**config.mk**
```make
export PLATFORM = sky130hd
export DESIGN_NAME = cdr_top
export DESIGN_NICKNAME = d
export VERILOG_FILES = /design/src/cdr_pkg.sv /design/src/cdr_cmp_if.sv /design/src/cdr_cmp_chan.sv /design/src/cdr_top.sv
export SDC_FILE = /design/constraint.sdc
export NUM_CORES = 1
export LEC_CHECK = 0
export BUFFER_PORTS_ARGS = -buffer_cell sky130_fd_sc_hd__buf_2
export CAP_MARGIN = 20
export CORE_MARGIN = 2
export CORE_UTILIZATION = 45
export CTS_BUF_LIST = sky130_fd_sc_hd__clkbuf_8
export DETAILED_ROUTE_END_ITERATION = 10
export PLACE_DENSITY = 0.75
export SLEW_MARGIN = 20
export SYNTH_ARGS = -nofsm -noshare
export SYNTH_HDL_FRONTEND = slang
export SYNTH_SLANG_ARGS = --single-unit
export TNS_END_PERCENT = 10
```
**constraint.sdc**
```tcl
create_clock -name clk_sys -period 2.35 [get_ports clk_sys]
set_input_delay 0.235 -clock clk_sys [delete_from_list [all_inputs] [get_ports clk_sys]]
set_output_delay 0.235 -clock clk_sys [all_outputs]
set_load 0.01 [all_outputs]
```
**src/cdr_pkg.sv**
```systemverilog
/*
 Package for the comparator and reference DAC control block: offsets, field
 positions, reset values and encodings.
 Assumes APB slave with 32-bit data; registers occupy the low byte of a word.
*/
// Functional notes
// Reference DAC enable bit 7 turns the DAC on, clear turns it off.
// Pin-output enable bit 5 routes DAC level to the DAC pin.
// While pin carries the level, its digital driver and input detector are off.
// Port read of the DAC pin returns zero while assigned to reference output.
// Wake from sleep leaves the DAC control register unchanged.
// Reset disables DAC, removes pin output and clears the level code.
// Positive source select: 00 supply, 01 ext ref pin, 10 buffer 2, 11 reserved.
// DAC level register holds a full 8-bit read/write ladder tap code.
// DAC control bits 6, 4, 1, 0 ignore writes and read zero.
// Raw result low when positive input below negative, high when above.
// Two comparators, each with two control registers.
// Comparator enable bit starts it; clear puts it in lowest-current state.
// Result readable in per-comparator status bit and shared mirror register.
// Result on pin only if out-enable set, direction clear, comparator on.
// Out-enable overrides port latch regardless of comparator enable.
// Internal result latched each cycle; pin path unregistered unless sync.
// Invert bit 0 passes raw comparison, 1 inverts it.
// Speed select resets to 1 normal speed; 0 selects low power.
// Hysteresis enable bit turns input hysteresis on and off.
// Comparator result offered as gate source to the gate timer.
// Software should enable sync so gate timer never counts during changes.
// With sync set, output sampled on falling edge of prescaled timer clock.
// Irq flag set on rising edge with rise enable or falling with fall enable.
// Positive input select: 00 pin, 01 DAC, 10 buffer 2, 11 ground.
// Register writes take effect on the next clock edge.
package cdr_pkg;
	localparam logic [11:0] OFF_DAC_CTRL = 12'h000;
	localparam logic [11:0] OFF_DAC_LEVEL = 12'h004;
	localparam logic [11:0] OFF_CMP_A0 = 12'h008;
	localparam logic [11:0] OFF_CMP_B0 = 12'h00c;
	localparam logic [11:0] OFF_CMP_A1 = 12'h010;
	localparam logic [11:0] OFF_CMP_B1 = 12'h014;
	localparam logic [11:0] OFF_MIRROR = 12'h018;
	localparam logic [11:0] OFF_IRQ_FLAG = 12'h01c;
	localparam logic [11:0] OFF_PORT = 12'h020;
	localparam int DAC_ON_BIT = 7;
	localparam int DAC_PIN_BIT = 5;
	localparam int DAC_SRC_LO = 2;
	localparam logic [7:0] DAC_CTRL_MASK = 8'h00ac;
	localparam logic [7:0] DAC_CTRL_RST = 8'h0000;
	localparam logic [7:0] DAC_LEVEL_RST = 8'h0000;
	localparam int CMP_ON_BIT = 7;
	localparam int CMP_RES_BIT = 6;
	localparam int CMP_OE_BIT = 5;
	localparam int CMP_INV_BIT = 4;
	localparam int CMP_SP_BIT = 2;
	localparam int CMP_HYS_BIT = 1;
	localparam int CMP_SYNC_BIT = 0;
	localparam logic [7:0] CMP_A_MASK = 8'h00b7;
	localparam logic [7:0] CMP_A_RST = 8'h0004;
	localparam int CMP_RISE_BIT = 7;
	localparam int CMP_FALL_BIT = 6;
	localparam int CMP_PCH_LO = 4;
	localparam logic [7:0] CMP_B_MASK = 8'h00f7;
	localparam logic [7:0] CMP_B_RST = 8'h0000;
	typedef enum logic [1:0] {
		DSRC_SUPPLY = 2'b00,
		DSRC_EXT_REF = 2'b01,
		DSRC_FIXED_BUF2 = 2'b10,
		DSRC_RESERVED = 2'b11
	} cdr_dac_src_e;
	typedef enum logic [1:0] {
		PSEL_PIN = 2'b00,
		PSEL_DAC = 2'b01,
		PSEL_FIXED_BUF2 = 2'b10,
		PSEL_GROUND = 2'b11
	} cdr_pos_sel_e;
	typedef enum logic [2:0] {
		APB_IDLE = 3'b001,
		APB_SETUP = 3'b010,
		APB_ACCESS = 3'b100
	} cdr_apb_e;
endpackage

```
**src/cdr_cmp_if.sv**
```systemverilog
/*
 Interface carrying one comparator's control and result signals between the
 register top and a comparator channel.
 Assumes single clock domain.
*/
`timescale 1ns/100ps
interface cdr_cmp_if;
	logic [7:0] ctrl_a;
	logic [7:0] ctrl_b;
	logic raw;
	logic tmr_clk;
	logic result;
	logic pin_out;
	logic edge_hit;
	modport top (output ctrl_a, output ctrl_b, output raw, output tmr_clk,
		input result, input pin_out, input edge_hit);
	modport chan (input ctrl_a, input ctrl_b, input raw, input tmr_clk,
		output result, output pin_out, output edge_hit);
endinterface

```
**src/cdr_cmp_chan.sv**
```systemverilog
/*
 One comparator channel: polarity, per-cycle latch, gate-timer sync and edge
 detection.
 Assumes the raw comparison and prescaled timer clock are synchronous inputs.
*/
`timescale 1ns/100ps
module cdr_cmp_chan (
	input wire logic clk_sys,
	input wire logic sys_rst,
	cdr_cmp_if.chan cif
);
	logic pol_out;
	logic res_r, res_nxt;
	logic sync_r, sync_nxt;
	logic tclk_r, tclk_nxt;
	logic on;

	assign on = cif.ctrl_a[cdr_pkg::CMP_ON_BIT];
	// Disabled comparator reads low before inversion
	assign pol_out = (on & cif.raw) ^ cif.ctrl_a[cdr_pkg::CMP_INV_BIT];

	always_comb begin
		res_nxt = pol_out;
		tclk_nxt = cif.tmr_clk;
		sync_nxt = sync_r;
		if (tclk_r && !cif.tmr_clk) begin
			sync_nxt = pol_out;
		end
	end

	always_ff @(posedge clk_sys or posedge sys_rst) begin
		if (sys_rst) begin
			res_r <= 1'b0;
			sync_r <= 1'b0;
			tclk_r <= 1'b0;
		end else begin
			res_r <= res_nxt;
			sync_r <= sync_nxt;
			tclk_r <= tclk_nxt;
		end
	end

	assign cif.result = res_r;
	// Unregistered unless sync selected
	assign cif.pin_out = cif.ctrl_a[cdr_pkg::CMP_SYNC_BIT] ? sync_r : pol_out;
	assign cif.edge_hit = (cif.ctrl_b[cdr_pkg::CMP_RISE_BIT] & pol_out & ~res_r)
		| (cif.ctrl_b[cdr_pkg::CMP_FALL_BIT] & ~pol_out & res_r);
endmodule // cdr_cmp_chan

```
**src/cdr_top.sv**
```systemverilog
/*
 Comparator and reference DAC control top: APB register file, DAC pin control,
 two comparator channels, port override and gate-timer outputs.
 Assumes APB master on clk_sys; analog parts sit outside and use the outputs.
*/
// Design decisions made here: the register addresses and the APB register port.
`timescale 1ns/100ps
module cdr_top #(
	parameter int NUM_CMP = 2
) (
	input wire logic clk_sys,
	input wire logic sys_rst,
	input wire logic psel,
	input wire logic penable,
	input wire logic pwrite,
	input wire logic [11:0] paddr,
	input wire logic [31:0] pwdata,
	input wire logic [3:0] pstrb,
	output logic [31:0] prdata,
	output logic pready,
	output logic pslverr,
	input wire logic [NUM_CMP-1:0] cmp_raw,
	input wire logic [NUM_CMP-1:0] tmr_clk_pre,
	input wire logic [NUM_CMP-1:0] pin_direction,
	input wire logic [NUM_CMP-1:0] port_latch,
	output logic [NUM_CMP-1:0] cmp_pin_drive,
	output logic [NUM_CMP-1:0] cmp_pin_oe,
	output logic [NUM_CMP-1:0] cmp_gate_out,
	output logic [NUM_CMP-1:0] cmp_enable,
	output logic [NUM_CMP-1:0] cmp_speed_sel,
	output logic [NUM_CMP-1:0] cmp_hysteresis_en,
	output logic [2*NUM_CMP-1:0] cmp_pos_input_sel,
	output logic [3*NUM_CMP-1:0] cmp_neg_input_sel,
	output logic [NUM_CMP-1:0] cmp_irq_flag,
	input wire logic dac_pin_in,
	output logic ref_dac_on,
	output logic ref_dac_pin_out_en,
	output logic [1:0] ref_dac_pos_source,
	output logic ref_dac_src_reserved,
	output logic [7:0] ref_dac_level_code,
	output logic dac_pin_digital_off,
	output logic dac_pin_read
);
	//--------------------------------------------------
	// Registers
	//--------------------------------------------------
	logic [7:0] dac_ctrl_r, dac_ctrl_nxt;
	logic [7:0] dac_lvl_r, dac_lvl_nxt;
	logic [7:0] cmp_a_r [NUM_CMP];
	logic [7:0] cmp_a_nxt [NUM_CMP];
	logic [7:0] cmp_b_r [NUM_CMP];
	logic [7:0] cmp_b_nxt [NUM_CMP];
	logic [NUM_CMP-1:0] flag_r, flag_nxt;
	logic [NUM_CMP-1:0] res_v, pin_v, hit_v;
	logic [31:0] rdata_r, rdata_nxt;
	logic err_r, err_nxt;
	cdr_pkg::cdr_apb_e st_r, st_nxt;
	logic wr_hit, rd_hit, mapped;
	logic [7:0] wb;

	assign wr_hit = psel && penable && pwrite && (st_r == cdr_pkg::APB_ACCESS);
	assign rd_hit = psel && !penable;
	assign wb = pwdata[7:0];

	always_comb begin
		mapped = 1'b1;
		case (paddr)
			cdr_pkg::OFF_DAC_CTRL, cdr_pkg::OFF_DAC_LEVEL, cdr_pkg::OFF_CMP_A0,
			cdr_pkg::OFF_CMP_B0, cdr_pkg::OFF_CMP_A1, cdr_pkg::OFF_CMP_B1,
			cdr_pkg::OFF_MIRROR, cdr_pkg::OFF_IRQ_FLAG, cdr_pkg::OFF_PORT: mapped = 1'b1;
			default: mapped = 1'b0;
		endcase
	end

	//--------------------------------------------------
	// APB sequencing, one wait state
	//--------------------------------------------------
	always_comb begin
		st_nxt = st_r;
		case (st_r)
			cdr_pkg::APB_IDLE: begin
				if (psel && !penable) begin
					st_nxt = cdr_pkg::APB_SETUP;
				end
			end
			cdr_pkg::APB_SETUP: begin
				st_nxt = cdr_pkg::APB_ACCESS;
			end
			cdr_pkg::APB_ACCESS: begin
				st_nxt = (psel && !penable) ? cdr_pkg::APB_SETUP : cdr_pkg::APB_IDLE;
			end
			default: begin
				st_nxt = cdr_pkg::APB_IDLE;
			end
		endcase
	end

	assign pready = (st_r == cdr_pkg::APB_ACCESS);
	assign pslverr = (st_r == cdr_pkg::APB_ACCESS) && err_r;
	assign prdata = rdata_r;

	//--------------------------------------------------
	// Register next values
	//--------------------------------------------------
	always_comb begin
		dac_ctrl_nxt = dac_ctrl_r;
		dac_lvl_nxt = dac_lvl_r;
		flag_nxt = flag_r;
		cmp_a_nxt = cmp_a_r;
		cmp_b_nxt = cmp_b_r;
		// No sleep input: control is simply held across sleep and wake
		if (wr_hit && mapped && pstrb[0]) begin
			case (paddr)
				cdr_pkg::OFF_DAC_CTRL: dac_ctrl_nxt = wb & cdr_pkg::DAC_CTRL_MASK;
				cdr_pkg::OFF_DAC_LEVEL: dac_lvl_nxt = wb;
				cdr_pkg::OFF_CMP_A0: cmp_a_nxt[0] = wb & cdr_pkg::CMP_A_MASK;
				cdr_pkg::OFF_CMP_B0: cmp_b_nxt[0] = wb & cdr_pkg::CMP_B_MASK;
				cdr_pkg::OFF_CMP_A1: cmp_a_nxt[1] = wb & cdr_pkg::CMP_A_MASK;
				cdr_pkg::OFF_CMP_B1: cmp_b_nxt[1] = wb & cdr_pkg::CMP_B_MASK;
				// Write 1 clears flag
				cdr_pkg::OFF_IRQ_FLAG: flag_nxt = flag_r & ~wb[NUM_CMP-1:0];
				default: begin
				end
			endcase
		end
		// Set wins over a simultaneous clear
		flag_nxt = flag_nxt | hit_v;
	end

	//--------------------------------------------------
	// Read data and error, captured in setup
	//--------------------------------------------------
	always_comb begin
		rdata_nxt = rdata_r;
		err_nxt = err_r;
		if (rd_hit) begin
			err_nxt = !mapped;
			rdata_nxt = 32'h0000_0000;
			case (paddr)
				cdr_pkg::OFF_DAC_CTRL: rdata_nxt[7:0] = dac_ctrl_r;
				cdr_pkg::OFF_DAC_LEVEL: rdata_nxt[7:0] = dac_lvl_r;
				cdr_pkg::OFF_CMP_A0: begin
					rdata_nxt[7:0] = cmp_a_r[0];
					rdata_nxt[cdr_pkg::CMP_RES_BIT] = res_v[0];
				end
				cdr_pkg::OFF_CMP_B0: rdata_nxt[7:0] = cmp_b_r[0];
				cdr_pkg::OFF_CMP_A1: begin
					rdata_nxt[7:0] = cmp_a_r[1];
					rdata_nxt[cdr_pkg::CMP_RES_BIT] = res_v[1];
				end
				cdr_pkg::OFF_CMP_B1: rdata_nxt[7:0] = cmp_b_r[1];
				cdr_pkg::OFF_MIRROR: rdata_nxt[NUM_CMP-1:0] = res_v;
				cdr_pkg::OFF_IRQ_FLAG: rdata_nxt[NUM_CMP-1:0] = flag_r;
				cdr_pkg::OFF_PORT: rdata_nxt[0] = dac_pin_read;
				default: rdata_nxt = 32'h0000_0000;
			endcase
		end
	end

	always_ff @(posedge clk_sys or posedge sys_rst) begin
		if (sys_rst) begin
			st_r <= cdr_pkg::APB_IDLE;
			dac_ctrl_r <= cdr_pkg::DAC_CTRL_RST;
			dac_lvl_r <= cdr_pkg::DAC_LEVEL_RST;
			flag_r <= '0;
			rdata_r <= 32'h0000_0000;
			err_r <= 1'b0;
			for (int i = 0; i < NUM_CMP; i++) begin
				cmp_a_r[i] <= cdr_pkg::CMP_A_RST;
				cmp_b_r[i] <= cdr_pkg::CMP_B_RST;
			end
		end else begin
			st_r <= st_nxt;
			dac_ctrl_r <= dac_ctrl_nxt;
			dac_lvl_r <= dac_lvl_nxt;
			flag_r <= flag_nxt;
			rdata_r <= rdata_nxt;
			err_r <= err_nxt;
			cmp_a_r <= cmp_a_nxt;
			cmp_b_r <= cmp_b_nxt;
		end
	end

	//--------------------------------------------------
	// DAC outputs
	//--------------------------------------------------
	assign ref_dac_on = dac_ctrl_r[cdr_pkg::DAC_ON_BIT];
	assign ref_dac_pin_out_en = dac_ctrl_r[cdr_pkg::DAC_PIN_BIT];
	assign ref_dac_pos_source = dac_ctrl_r[cdr_pkg::DAC_SRC_LO +: 2];
	assign ref_dac_src_reserved = (ref_dac_pos_source == cdr_pkg::DSRC_RESERVED);
	assign ref_dac_level_code = dac_lvl_r;
	assign dac_pin_digital_off = ref_dac_pin_out_en;
	assign dac_pin_read = ref_dac_pin_out_en ? 1'b0 : dac_pin_in;

	//--------------------------------------------------
	// Comparator channels
	//--------------------------------------------------
	for (genvar g = 0; g < NUM_CMP; g++) begin : g_cmp
		cdr_cmp_if cif ();
		assign cif.ctrl_a = cmp_a_r[g];
		assign cif.ctrl_b = cmp_b_r[g];
		assign cif.raw = cmp_raw[g];
		assign cif.tmr_clk = tmr_clk_pre[g];
		assign res_v[g] = cif.result;
		assign pin_v[g] = cif.pin_out;
		assign hit_v[g] = cif.edge_hit;
		cdr_cmp_chan u_chan (
			.clk_sys(clk_sys),
			.sys_rst(sys_rst),
			.cif(cif)
		);
		logic oe_bit;
		assign oe_bit = cmp_a_r[g][cdr_pkg::CMP_OE_BIT];
		// Override chosen by out-enable alone; result shown only when on
		assign cmp_pin_drive[g] = oe_bit
			? (pin_v[g] & cmp_a_r[g][cdr_pkg::CMP_ON_BIT]) : port_latch[g];
		assign cmp_pin_oe[g] = ~pin_direction[g];
		assign cmp_gate_out[g] = pin_v[g];
		assign cmp_enable[g] = cmp_a_r[g][cdr_pkg::CMP_ON_BIT];
		assign cmp_speed_sel[g] = cmp_a_r[g][cdr_pkg::CMP_SP_BIT];
		assign cmp_hysteresis_en[g] = cmp_a_r[g][cdr_pkg::CMP_HYS_BIT];
		assign cmp_pos_input_sel[2*g +: 2] = cmp_b_r[g][cdr_pkg::CMP_PCH_LO +: 2];
		assign cmp_neg_input_sel[3*g +: 3] = cmp_b_r[g][2:0];
	end

	assign cmp_irq_flag = flag_r;
endmodule // cdr_top

```
==> reports/summary.txt, run 1 <==
mean post-synth cell area -> 11.2 sq um
worst setup path category -> flop to flop
setup ws final -> 0.320 ns
Ports -> 135
Hold-fix buffers, CTS -> 0
DP Wirelength -> 5770 um
Worst-Skew Late Latency -> 0.33 ns
gr ovfl total -> 0
FMAX -> 0.493 GHz
die area -> 7680 sq um
post-cts sizing count -> 0
met3 Usage GRT -> 5.18%
commonest cells after routing, fill and taps aside -> 83 x buf_2, 55 x dfrtp_1, 52 x mux2_2, 24 x conb_1, 21 x buf_4
dominant cells by area after synthesis -> dfrtp_1 44%, mux2_2 19%, buf_4 10%
reg-to-reg startpoint -> st_r[1]$_DFFE_PP0P_
Hold Crit Class -> primary input to flop
Die Ht -> 87.6 um
synthesis warning total -> 0
final hold vios -> 0
startpoint types -> flop
Reg2Reg Depth -> 6
simple-gate share of the synthesized area -> 13.3%
hold path endpoint -> g_cmp[0].u_chan.tclk_r$_DFF_PP0_
max_cap viols -> 0
Total Routing Usage GR -> 21.2%
share of post-route cells with drive strength above 1 -> 48.1%
vias in the first global route -> 2379
Starting Density -> 46.3%
combinational family with the most area after synthesis -> multiplexers
RSZ-0062 raised after global routing -> false
antenna fix cells -> 0
compound-gate portion of the synthesized area -> 8.07%
post-layout instance count excluding filler cells -> 468
drt pass-1 iters -> 4
Hold Slack -> 0.0277 ns
first-pass GRT wire length -> 12000 um
Clock Tree Root -> clkbuf_8
Tcrit/Tclk final -> 86.4%
Final nets -> 429
H-tree levels -> 3
Synth Area in Adders -> 0%
routing usage on met2 -> 33.7%
wire per inst -> 16.3 um
Vias -> 2377
number of synthesized register bits -> 58
worst-case vdd ir drop -> 0.487 mV
fillers -> 612
Pins Over Slew Limit -> 0
count of flip-flops with a built-in enable after synthesis -> 0
number of setup violations in the final report -> 0
met1 usage -> 28.0%
Yosys top cell by area -> dfrtp_1
Critical Path Fanout Max -> 5
number of antenna violations at the first check in global routing -> 0
Most used DFF post-synth -> dfrtp_1
Req. time, crit path -> 2.56 ns
Max Root-Sink Buffers -> 2
num rows -> 30
Yosys cell types -> 44
sequential fraction of the synthesis area -> 46.2%
setup tns final -> 0 ns
Die Wd -> 87.6 um
number of vias per cell -> 5.08
CTS sink cnt -> 58
largest net degree at the start of global routing -> 59
Critical Path AT -> 2.24 ns
post-synth top area share -> 43.7%
FF-to-FF End -> g_cmp[1].cif.ctrl_a[4]$_DFFE_PP0P_
RePlAce Congestion -> 0.930
core area -> 6790 sq um
mux cell area share after synthesis -> 19.6%
most common cell after layout, fill and taps aside -> buf_2
Tmin final -> 2.03 ns
leakage -> 0.00199 uW
reg2reg setup slack -> 0.32 ns
residual DRC count -> 0
Starting DRT DRC Count -> 138
Worst setup EP type -> flop
clock tree from TritonCTS -> built
Clock Pin Slew Worst Setup and Hold Paths -> 0.07 ns
final antenna-violating net count -> 0
pwr/cell area -> 599 nW/um^2
Slew @ Worst Pin -> 0.729 ns
postcts setup bufs -> 0
# placed instances -> 452
outcome -> finished clean
GR peak layer -> met2
Max transition margin -> 51.4%
Layout area overhead -> 20.7%
mapped cell area -> 3150 sq um
Num CTS Buffers -> 9
fraction of synthesized cell area in xor and xnor cells -> 0.835%
drt total wl -> 7620 um
Synth Instances -> 282
ys async rst share -> 100%
clk_skew -> 0.00731 ns
worst hold stages -> 1
input/output buffers -> 83
worst hold start -> tmr_clk_pre[0]
Tot Pwr -> 2280 uW
worst slack at placement -> 0.264 ns
-- synthesized netlist by cell type, types with 2 or more instances --
cell and n:
dfrtp_1 55, a21o_1 2, a22o_1 4, nand3b_1 4
nor2_1 10, nor4_1 2, a22oi_1 5, a32o_1 2
and2_0 2, inv_1 3, clkbuf_1 9, a31o_2 2
nand4_1 4, and2_1 4, xnor2_1 3, nand2_1 16
nor3b_1 3, nor2b_1 10, nand3_1 10, dfstp_2 3
and3_1 2, mux2_2 52, nor3_1 2, a21oi_1 5
o21ai_0 6, buf_4 43, o211ai_1 2
-- worst max path at each step --
| stage | from | to | slack [ns] | cells after the start |
|---|---|---|---|---|
| after global routing | g_cmp[0].cif.ctrl_a[7]$_DFFE_PP0P_ | cmp_pin_drive[0] | 0.23 | 5 |
| after global placement | paddr[7] | g_cmp[0].cif.ctrl_a[1]$_DFFE_PP0P_ | 0.29 | 8 |
| after detailed placement | paddr[7] | g_cmp[1].cif.ctrl_a[4]$_DFFE_PP0P_ | 0.26 | 8 |
| after CTS | g_cmp[0].cif.ctrl_a[7]$_DFFE_PP0P_ | cmp_pin_drive[0] | 0.31 | 5 |
| final | st_r[1]$_DFFE_PP0P_ | g_cmp[1].cif.ctrl_a[4]$_DFFE_PP0P_ | 0.32 | 6 |
| after floorplan | st_r[1]$_DFFE_PP0P_ | dac_ctrl_r[2]$_DFFE_PP0P_ | 0.32 | 5 |
-- cell families after synthesis --
family,after synthesis
compound gates,35
other cells,1
xor+xnor,3
buf+inv,56
mux,54
flops,58
simple gates,75
-- sequential cells by signal, indices dropped and copies added, names as in the netlist --
name	cells
g_cmp.cif.ctrl_b	14
g_cmp.cif.ctrl_a	12
prdata	8
ref_dac_level_code	8
dac_ctrl_r	4
st_r	3
cmp_irq_flag	2
g_cmp.u_chan.cif.result	2
g_cmp.u_chan.sync_r	2
g_cmp.u_chan.tclk_r	2
err_r	1
-- per-layer routing --
| metal | vias to the layer above | share of wire, % |
|---|---|---|
| li1 | 1115 | - |
| met1 | 1138 | 44 |
| met2 | 110 | 48 |
| met3 | 14 | 6.1 |
| met4 | 0 | 2.2 |
| met5 | - | 0 |
-- area by class of cell --
class | instances | area, sq um | area share (%)
Clock buffer | 9 | 124 | 3.26
Clock inverter | 7 | 109 | 2.86
Inverter | 3 | 11.3 | 0.296
Multi-Input combinational cell | 191 | 1410 | 37.0
Sequential cell | 58 | 1460 | 38.3
Tap cell | 96 | 120 | 3.16
Timing Repair Buffer | 104 | 573 | 15.1
-- through the flow --
step / instance area (sq um) / util, %
2_1_floorplan: 3230 / -
3_3_place_gp: 3570 / 52.5
3_5_place_dp: 3570 / 52.5
4_1_cts: 3800 / 55.9
5_1_grt: 3800 / 55.9
6_report: 3800 / 55.9
-- where the power goes --
group,switching (uW),leakage (uW),internal (uW)
Sequential,7.96,0.000776,1010
Combinational,111,0.00109,60.1
Clock,390,0.000124,694
Total,509,0.00199,1770
-- worst max-delay path, cell delays in order (launching register included) --
cell	delay, ns
dfrtp_1	0.38
nor3b_1	0.29
nand2_1	0.22
nor4_4	0.29
nand3_1	0.22
buf_4	0.22
mux2_2	0.27
Power figures use the tool's default switching activity.
==> run 2: changes to the inputs <==
Settings changed: ABC_CLOCK_PERIOD_IN_PS set to 2350, CELL_PAD_IN_SITES_DETAIL_PLACEMENT set to 2, CELL_PAD_IN_SITES_GLOBAL_PLACEMENT set to 2, CORE_UTILIZATION 45 to 30, PLACE_DENSITY 0.75 to 0.82.
==> run 2 against run 1 <==
- via count rose by 2.0%
- critical path depth did not move
- utilization fell by 18 points
- largest power group is now sequential cells
==> reports/summary.txt, run 2 (synthesized netlist as in run 1, its figures left out) <==
outcome -> finished clean (unchanged)
number of vias per cell -> 4.75 (was 5.08)
clock tree from TritonCTS -> built (unchanged)
gr ovfl total -> 0 (unchanged)
core area -> 10300 sq um (was 6790 sq um)
most common cell after layout, fill and taps aside -> buf_2 (unchanged)
Tcrit/Tclk final -> 88.5% (was 86.4%)
Layout area overhead -> 22.8% (was 20.7%)
Worst setup EP type -> flop (unchanged)
setup tns final -> 0 ns (unchanged)
register area -> 1460 sq um (unchanged)
clk_skew -> 0.00831 ns (was 0.00731 ns)
Worst path slowest cell -> dfrtp_1 (unchanged)
leakage -> 0.00200 uW (was 0.00199 uW)
Starting DRT DRC Count -> 61 (was 138)
share of post-route cells with drive strength above 1 -> 47.7% (was 48.1%)
Worst-Skew Late Latency -> 0.34 ns (was 0.33 ns)
WP buf/inv -> 1 (unchanged)
num rows -> 37 (was 30)
Tmin final -> 2.08 ns (was 2.03 ns)
Critical Path Fanout Max -> 5 (unchanged)
drt pass-1 iters -> 4 (unchanged)
startpoint types -> flop (unchanged)
max_cap viols -> 0 (unchanged)
Ports -> 135 (unchanged)
vias in the first global route -> 2689 (was 2379)
number of antenna violations at the first check in global routing -> 0 (unchanged)
Clock Tree Root -> clkbuf_8 (unchanged)
drt total wl -> 9520 um (was 7620 um)
Starting Density -> 30.6% (was 46.3%)
Vias -> 2425 (was 2377)
Max transition margin -> 60.4% (was 51.4%)
worst-case vdd ir drop -> 0.256 mV (was 0.487 mV)
Critical Path AT -> 2.30 ns (was 2.24 ns)
Max Root-Sink Buffers -> 2 (unchanged)
Slew @ Worst Pin -> 0.593 ns (was 0.729 ns)
largest net degree at the start of global routing -> 34 (was 59)
max incr delay on CP -> 0.39 ns (was 0.38 ns)
worst slack at placement -> 0.0834 ns (was 0.264 ns)
Die Wd -> 106 um (was 87.6 um)
RePlAce Congestion -> 0.855 (was 0.930)
final hold vios -> 0 (unchanged)
residual DRC count -> 0 (unchanged)
fillers -> 1159 (was 612)
number of setup violations in the final report -> 0 (unchanged)
setup ws final -> 0.271 ns (was 0.320 ns)
final antenna-violating net count -> 0 (unchanged)
footprint of the multi-input gates -> 1410 sq um (unchanged)
CP delay by family, top -> simple AND/OR/NAND/NOR gates (unchanged)
H-tree levels -> 3 (unchanged)
CTS sink cnt -> 58 (unchanged)
commonest cells after routing, fill and taps aside -> 83 x buf_2, 55 x dfrtp_1, 52 x mux2_2, 24 x conb_1, 21 x buf_4 (unchanged)
worst setup path category -> flop to flop (unchanged)
Total Routing Usage GR -> 17.4% (was 21.2%)
FMAX -> 0.481 GHz (was 0.493 GHz)
Clock Pin Slew Worst Setup and Hold Paths -> 0.06 ns (was 0.07 ns)
antenna fix cells -> 0 (unchanged)
Pins Over Slew Limit -> 0 (unchanged)
Hold Crit Class -> primary input to flop (unchanged)
pwr/cell area -> 551 nW/um^2 (was 599 nW/um^2)
Req. time, crit path -> 2.57 ns (was 2.56 ns)
Critical Path, Cell by Cell -> nor3b_1, nand2_1, nor4_4, nand4_1, buf_4, mux2_2 (was nor3b_1, nand2_1, nor4_4, nand3_1, buf_4, mux2_2)
Final nets -> 432 (was 429)
Die Ht -> 106 um (was 87.6 um)
max FFs per register -> 14 (unchanged)
DP Wirelength -> 7390 um (was 5770 um)
first-pass GRT wire length -> 14700 um (was 12000 um)
die area -> 11300 sq um (was 7680 sq um)
RSZ-0062 raised after global routing -> false (unchanged)
input/output buffers -> 83 (unchanged)
wire per inst -> 18.6 um (was 16.3 um)
Num CTS Buffers -> 9 (unchanged)
## run 2: area by class of cell
class,count,area share (%)
multi-input combinational,191,36.4
clock inverter,5,1.20
tap,136,4.40
inverter,3,0.291
clock buffer,11,3.92
sequential,58,37.6
timing repair buffer,107,16.1
## run 2: routing by layer
metal / vias to the layer above / GRT usage, % / wire (um)
met3: 11 / 3.56 / 446
met2: 70 / 30.3 / 4860
li1: 1121 / - / -
met4: 0 / 6.49 / 124
met5: - / 0 / 0
met1: 1223 / 21.2 / 4090
## run 2: report_power, final
group / total [uW] / switching [uW] / leakage [uW] / internal [uW]
clock network: 924 / 390 / 0.000113 / 534
logic: 183 / 119 / 0.00112 / 64.3
registers: 1020 / 7.41 / 0.000776 / 1010
## run 2: worst paths after layout
path                       slack (ns)  cells after the start                 from                                 end
max                              0.27                      6  st_r[1]$_DFFE_PP0P_  g_cmp[0].cif.ctrl_a[7]$_DFFE_PP0P_
min                              0.02                      1       tmr_clk_pre[0]    g_cmp[0].u_chan.tclk_r$_DFF_PP0_
max reg2reg                      0.27                      6  st_r[1]$_DFFE_PP0P_  g_cmp[0].cif.ctrl_a[7]$_DFFE_PP0P_
min reg2reg                      0.48                      1  st_r[1]$_DFFE_PP0P_                 st_r[1]$_DFFE_PP0P_
max in group asynchronous        1.17                      4              sys_rst  g_cmp[0].cif.ctrl_a[2]$_DFFE_PP1P_
min in group asynchronous        0.51                      3              sys_rst   ref_dac_level_code[0]$_DFFE_PP0P_
## run 2: repair_timing
item                      4_1_cts  5_1_grt
gates resized for setup         0        0
hold buffers                    1        0
hold endpoints to repair       24        0
buffers inserted                0        0
## run 2: per-stage QoR
stage               power [uW]  util [%]  instance area (sq um)  instances  hold WS (ns)
floorplan                 1160         -                   3230        305         0.266
global placement          1220      35.6                   3660        494         0.319
detailed placement        1220      35.6                   3660        494         0.336
CTS                       2160      37.6                   3860        511       0.00173
global route              2220      37.6                   3860        511       0.00602
finish                    2130      37.6                   3860        511        0.0156
==> run 3: changes to the inputs <==
Settings changed: BUFFER_PORTS_ARGS -buffer_cell sky130_fd_sc_hd__buf_2 to unset, CORE_UTILIZATION 30 to 39, DONT_BUFFER_PORTS set to 1, PLACE_DENSITY 0.82 to 0.8, REMOVE_ABC_BUFFERS set to 1.
==> run 3 against run 2 <==
- sequential power about the same
- combinational power decreased by 38%
- clock skew increased by 0.0022 ns
- clock power about the same
- global-route usage increased by 4.5 points
- register-to-register slack got worse by 0.10 ns
- wire length decreased by 2.1%
- hold slack improved by 0.024 ns
- critical path depth decreased by 1
==> reports/summary.txt, run 3 (synthesized netlist as in run 1, its figures left out) <==
Die Wd -> 93.8 um (was 106 um)
leakage -> 0.00157 uW (was 0.00200 uW)
Worst-Skew Late Latency -> 0.34 ns (about the same)
most common cell after layout, fill and taps aside -> dfrtp_1 (was buf_2)
antenna fix cells -> 0 (unchanged)
number of vias per cell -> 5.58 (was 4.75)
H-tree levels -> 3 (unchanged)
Layout area overhead -> 5.84% (was 22.8%)
FMAX -> 0.458 GHz (was 0.481 GHz)
Hold Crit Class -> primary input to flop (unchanged)
Req. time, crit path -> 2.57 ns (about the same)
largest net degree at the start of global routing -> 35 (was 34)
worst setup path category -> flop to flop (unchanged)
Clock Pin Slew Worst Setup and Hold Paths -> 0.07 ns (was 0.06 ns)
worst slack at placement -> 0.148 ns (was 0.0834 ns)
Slew @ Worst Pin -> 0.734 ns (was 0.593 ns)
clk_skew -> 0.0105 ns (was 0.00831 ns)
Ports -> 135 (unchanged)
# placed instances -> 367 (was 494)
first-pass GRT wire length -> 14100 um (was 14700 um)
number of setup violations in the final report -> 0 (unchanged)
fillers -> 809 (was 1159)
Hold Slack -> 0.0397 ns (was 0.0156 ns)
final hold vios -> 0 (unchanged)
vias in the first global route -> 2355 (was 2689)
Tot Pwr -> 2070 uW (was 2130 uW)
Total Routing Usage GR -> 21.9% (was 17.4%)
Die Ht -> 93.8 um (was 106 um)
Starting Density -> 40.5% (was 30.6%)
outcome -> finished clean (unchanged)
drt pass-1 iters -> 4 (unchanged)
startpoint types -> flop (unchanged)
Clock Tree Root -> clkbuf_8 (unchanged)
num rows -> 32 (was 37)
final antenna-violating net count -> 0 (unchanged)
register area -> 1460 sq um (unchanged)
gr ovfl total -> 0 (unchanged)
CTS sink cnt -> 58 (unchanged)
number of antenna violations at the first check in global routing -> 0 (unchanged)
Tmin final -> 2.18 ns (was 2.08 ns)
Num CTS Buffers -> 9 (unchanged)
drt total wl -> 9320 um (was 9520 um)
pwr/cell area -> 620 nW/um^2 (was 551 nW/um^2)
postcts setup bufs -> 0 (unchanged)
Tcrit/Tclk final -> 92.9% (was 88.5%)
share of post-route cells with drive strength above 1 -> 30.6% (was 47.7%)
worst-case vdd ir drop -> 0.504 mV (was 0.256 mV)
wire per inst -> 24.1 um (was 18.6 um)
Critical Path Fanout Max -> 8 (was 5)
Pins Over Slew Limit -> 0 (unchanged)
clock tree from TritonCTS -> built (unchanged)
post-layout instance count excluding filler cells -> 386 (was 511)
footprint of the multi-input gates -> 1410 sq um (about the same)
Worst setup EP type -> flop (unchanged)
Max transition margin -> 51.0% (was 60.4%)
Final nets -> 341 (was 432)
fin util -> 42.9% (was 37.6%)
Vias -> 2155 (was 2425)
Max Root-Sink Buffers -> 2 (unchanged)
core area -> 7770 sq um (was 10300 sq um)
Critical Path AT -> 2.40 ns (was 2.30 ns)
RePlAce Congestion -> 0.879 (was 0.855)
residual DRC count -> 0 (unchanged)
DP Wirelength -> 6900 um (was 7390 um)
setup ws final -> 0.167 ns (was 0.271 ns)
input/output buffers -> 0 (was 83)
max_cap viols -> 0 (unchanged)
Starting DRT DRC Count -> 112 (was 61)
die area -> 8810 sq um (was 11300 sq um)
max FFs per register -> 14 (unchanged)
commonest cells after routing, fill and taps aside -> 55 x dfrtp_1, 52 x mux2_2, 24 x conb_1, 16 x nand2_1, 13 x buf_4 (was 83 x buf_2, 55 x dfrtp_1, 52 x mux2_2, 24 x conb_1, 21 x buf_4)
run 3: cell count changes in the layout (fill, tap and decap cells not counted), sizes merged:
cell,previous run,this run
dlygate4sd3,1,3
buf,106,13
run 3: final timing paths:
kind,startpoint,endpoint,slack (ns),cells after the start
max reg2reg,st_r[2]$_DFFE_PP0P_,ref_dac_level_code[2]$_DFFE_PP0P_,0.17,5
min reg2reg,st_r[1]$_DFFE_PP0P_,st_r[1]$_DFFE_PP0P_,0.48,1
min,pwdata[1],g_cmp[0].cif.ctrl_a[1]$_DFFE_PP0P_,0.04,1
max in group asynchronous,sys_rst,st_r[0]$_DFFE_PP1P_,1.12,3
max,st_r[2]$_DFFE_PP0P_,ref_dac_level_code[2]$_DFFE_PP0P_,0.17,5
min in group asynchronous,sys_rst,ref_dac_level_code[1]$_DFFE_PP0P_,0.48,2
run 3: metal layers:
layer  up-vias  track usage (%)  share of wire [%]
li1        939                -                  -
met2        96             37.1                 52
met4         0             6.88                1.4
met5         -                0                  0
met1      1108             25.2                 38
met3        12             8.83                8.8
run 3: critical path: stages, from the launching register on:
cell     delay [ns]
dfrtp_1        0.40
nor3b_1        0.28
nand2_1        0.20
nor4_4         0.33
nand2_1        0.44
mux2_2         0.41
run 3: where the power goes:
group | leakage, uW | switching, uW | internal, uW | total, uW
Sequential | 0.000776 | 12.1 | 1010 | 1030
Combinational | 0.000677 | 78.2 | 36.2 | 114
Clock | 0.000113 | 391 | 534 | 926
Total | 0.00157 | 482 | 1580 | 2070
run 3: layout make-up:
class | instances | share of cell area [%]
sequential | 58 | 43.7
multi-input combinational | 191 | 42.4
clock buffer | 11 | 4.54
timing repair buffer | 16 | 3.83
tap | 102 | 3.83
clock inverter | 5 | 1.39
inverter | 3 | 0.338
run 3: stage by stage:
stage	setup TNS (ns)	instance area, sq um
final	0	3330
after CTS	0	3330
after global routing	-0.123	3330
after global placement	0	3100
after detailed placement	0	3100
after floorplan	0	2870
run 3: repair_timing:
| item | 4_1_cts | 5_1_grt |
|---|---|---|
| resized for setup | 0 | 1 |
| endpoints found under the hold margin | 34 | 0 |
| setup endpoints to repair | 0 | 4 |
| hold buffers | 3 | 0 |
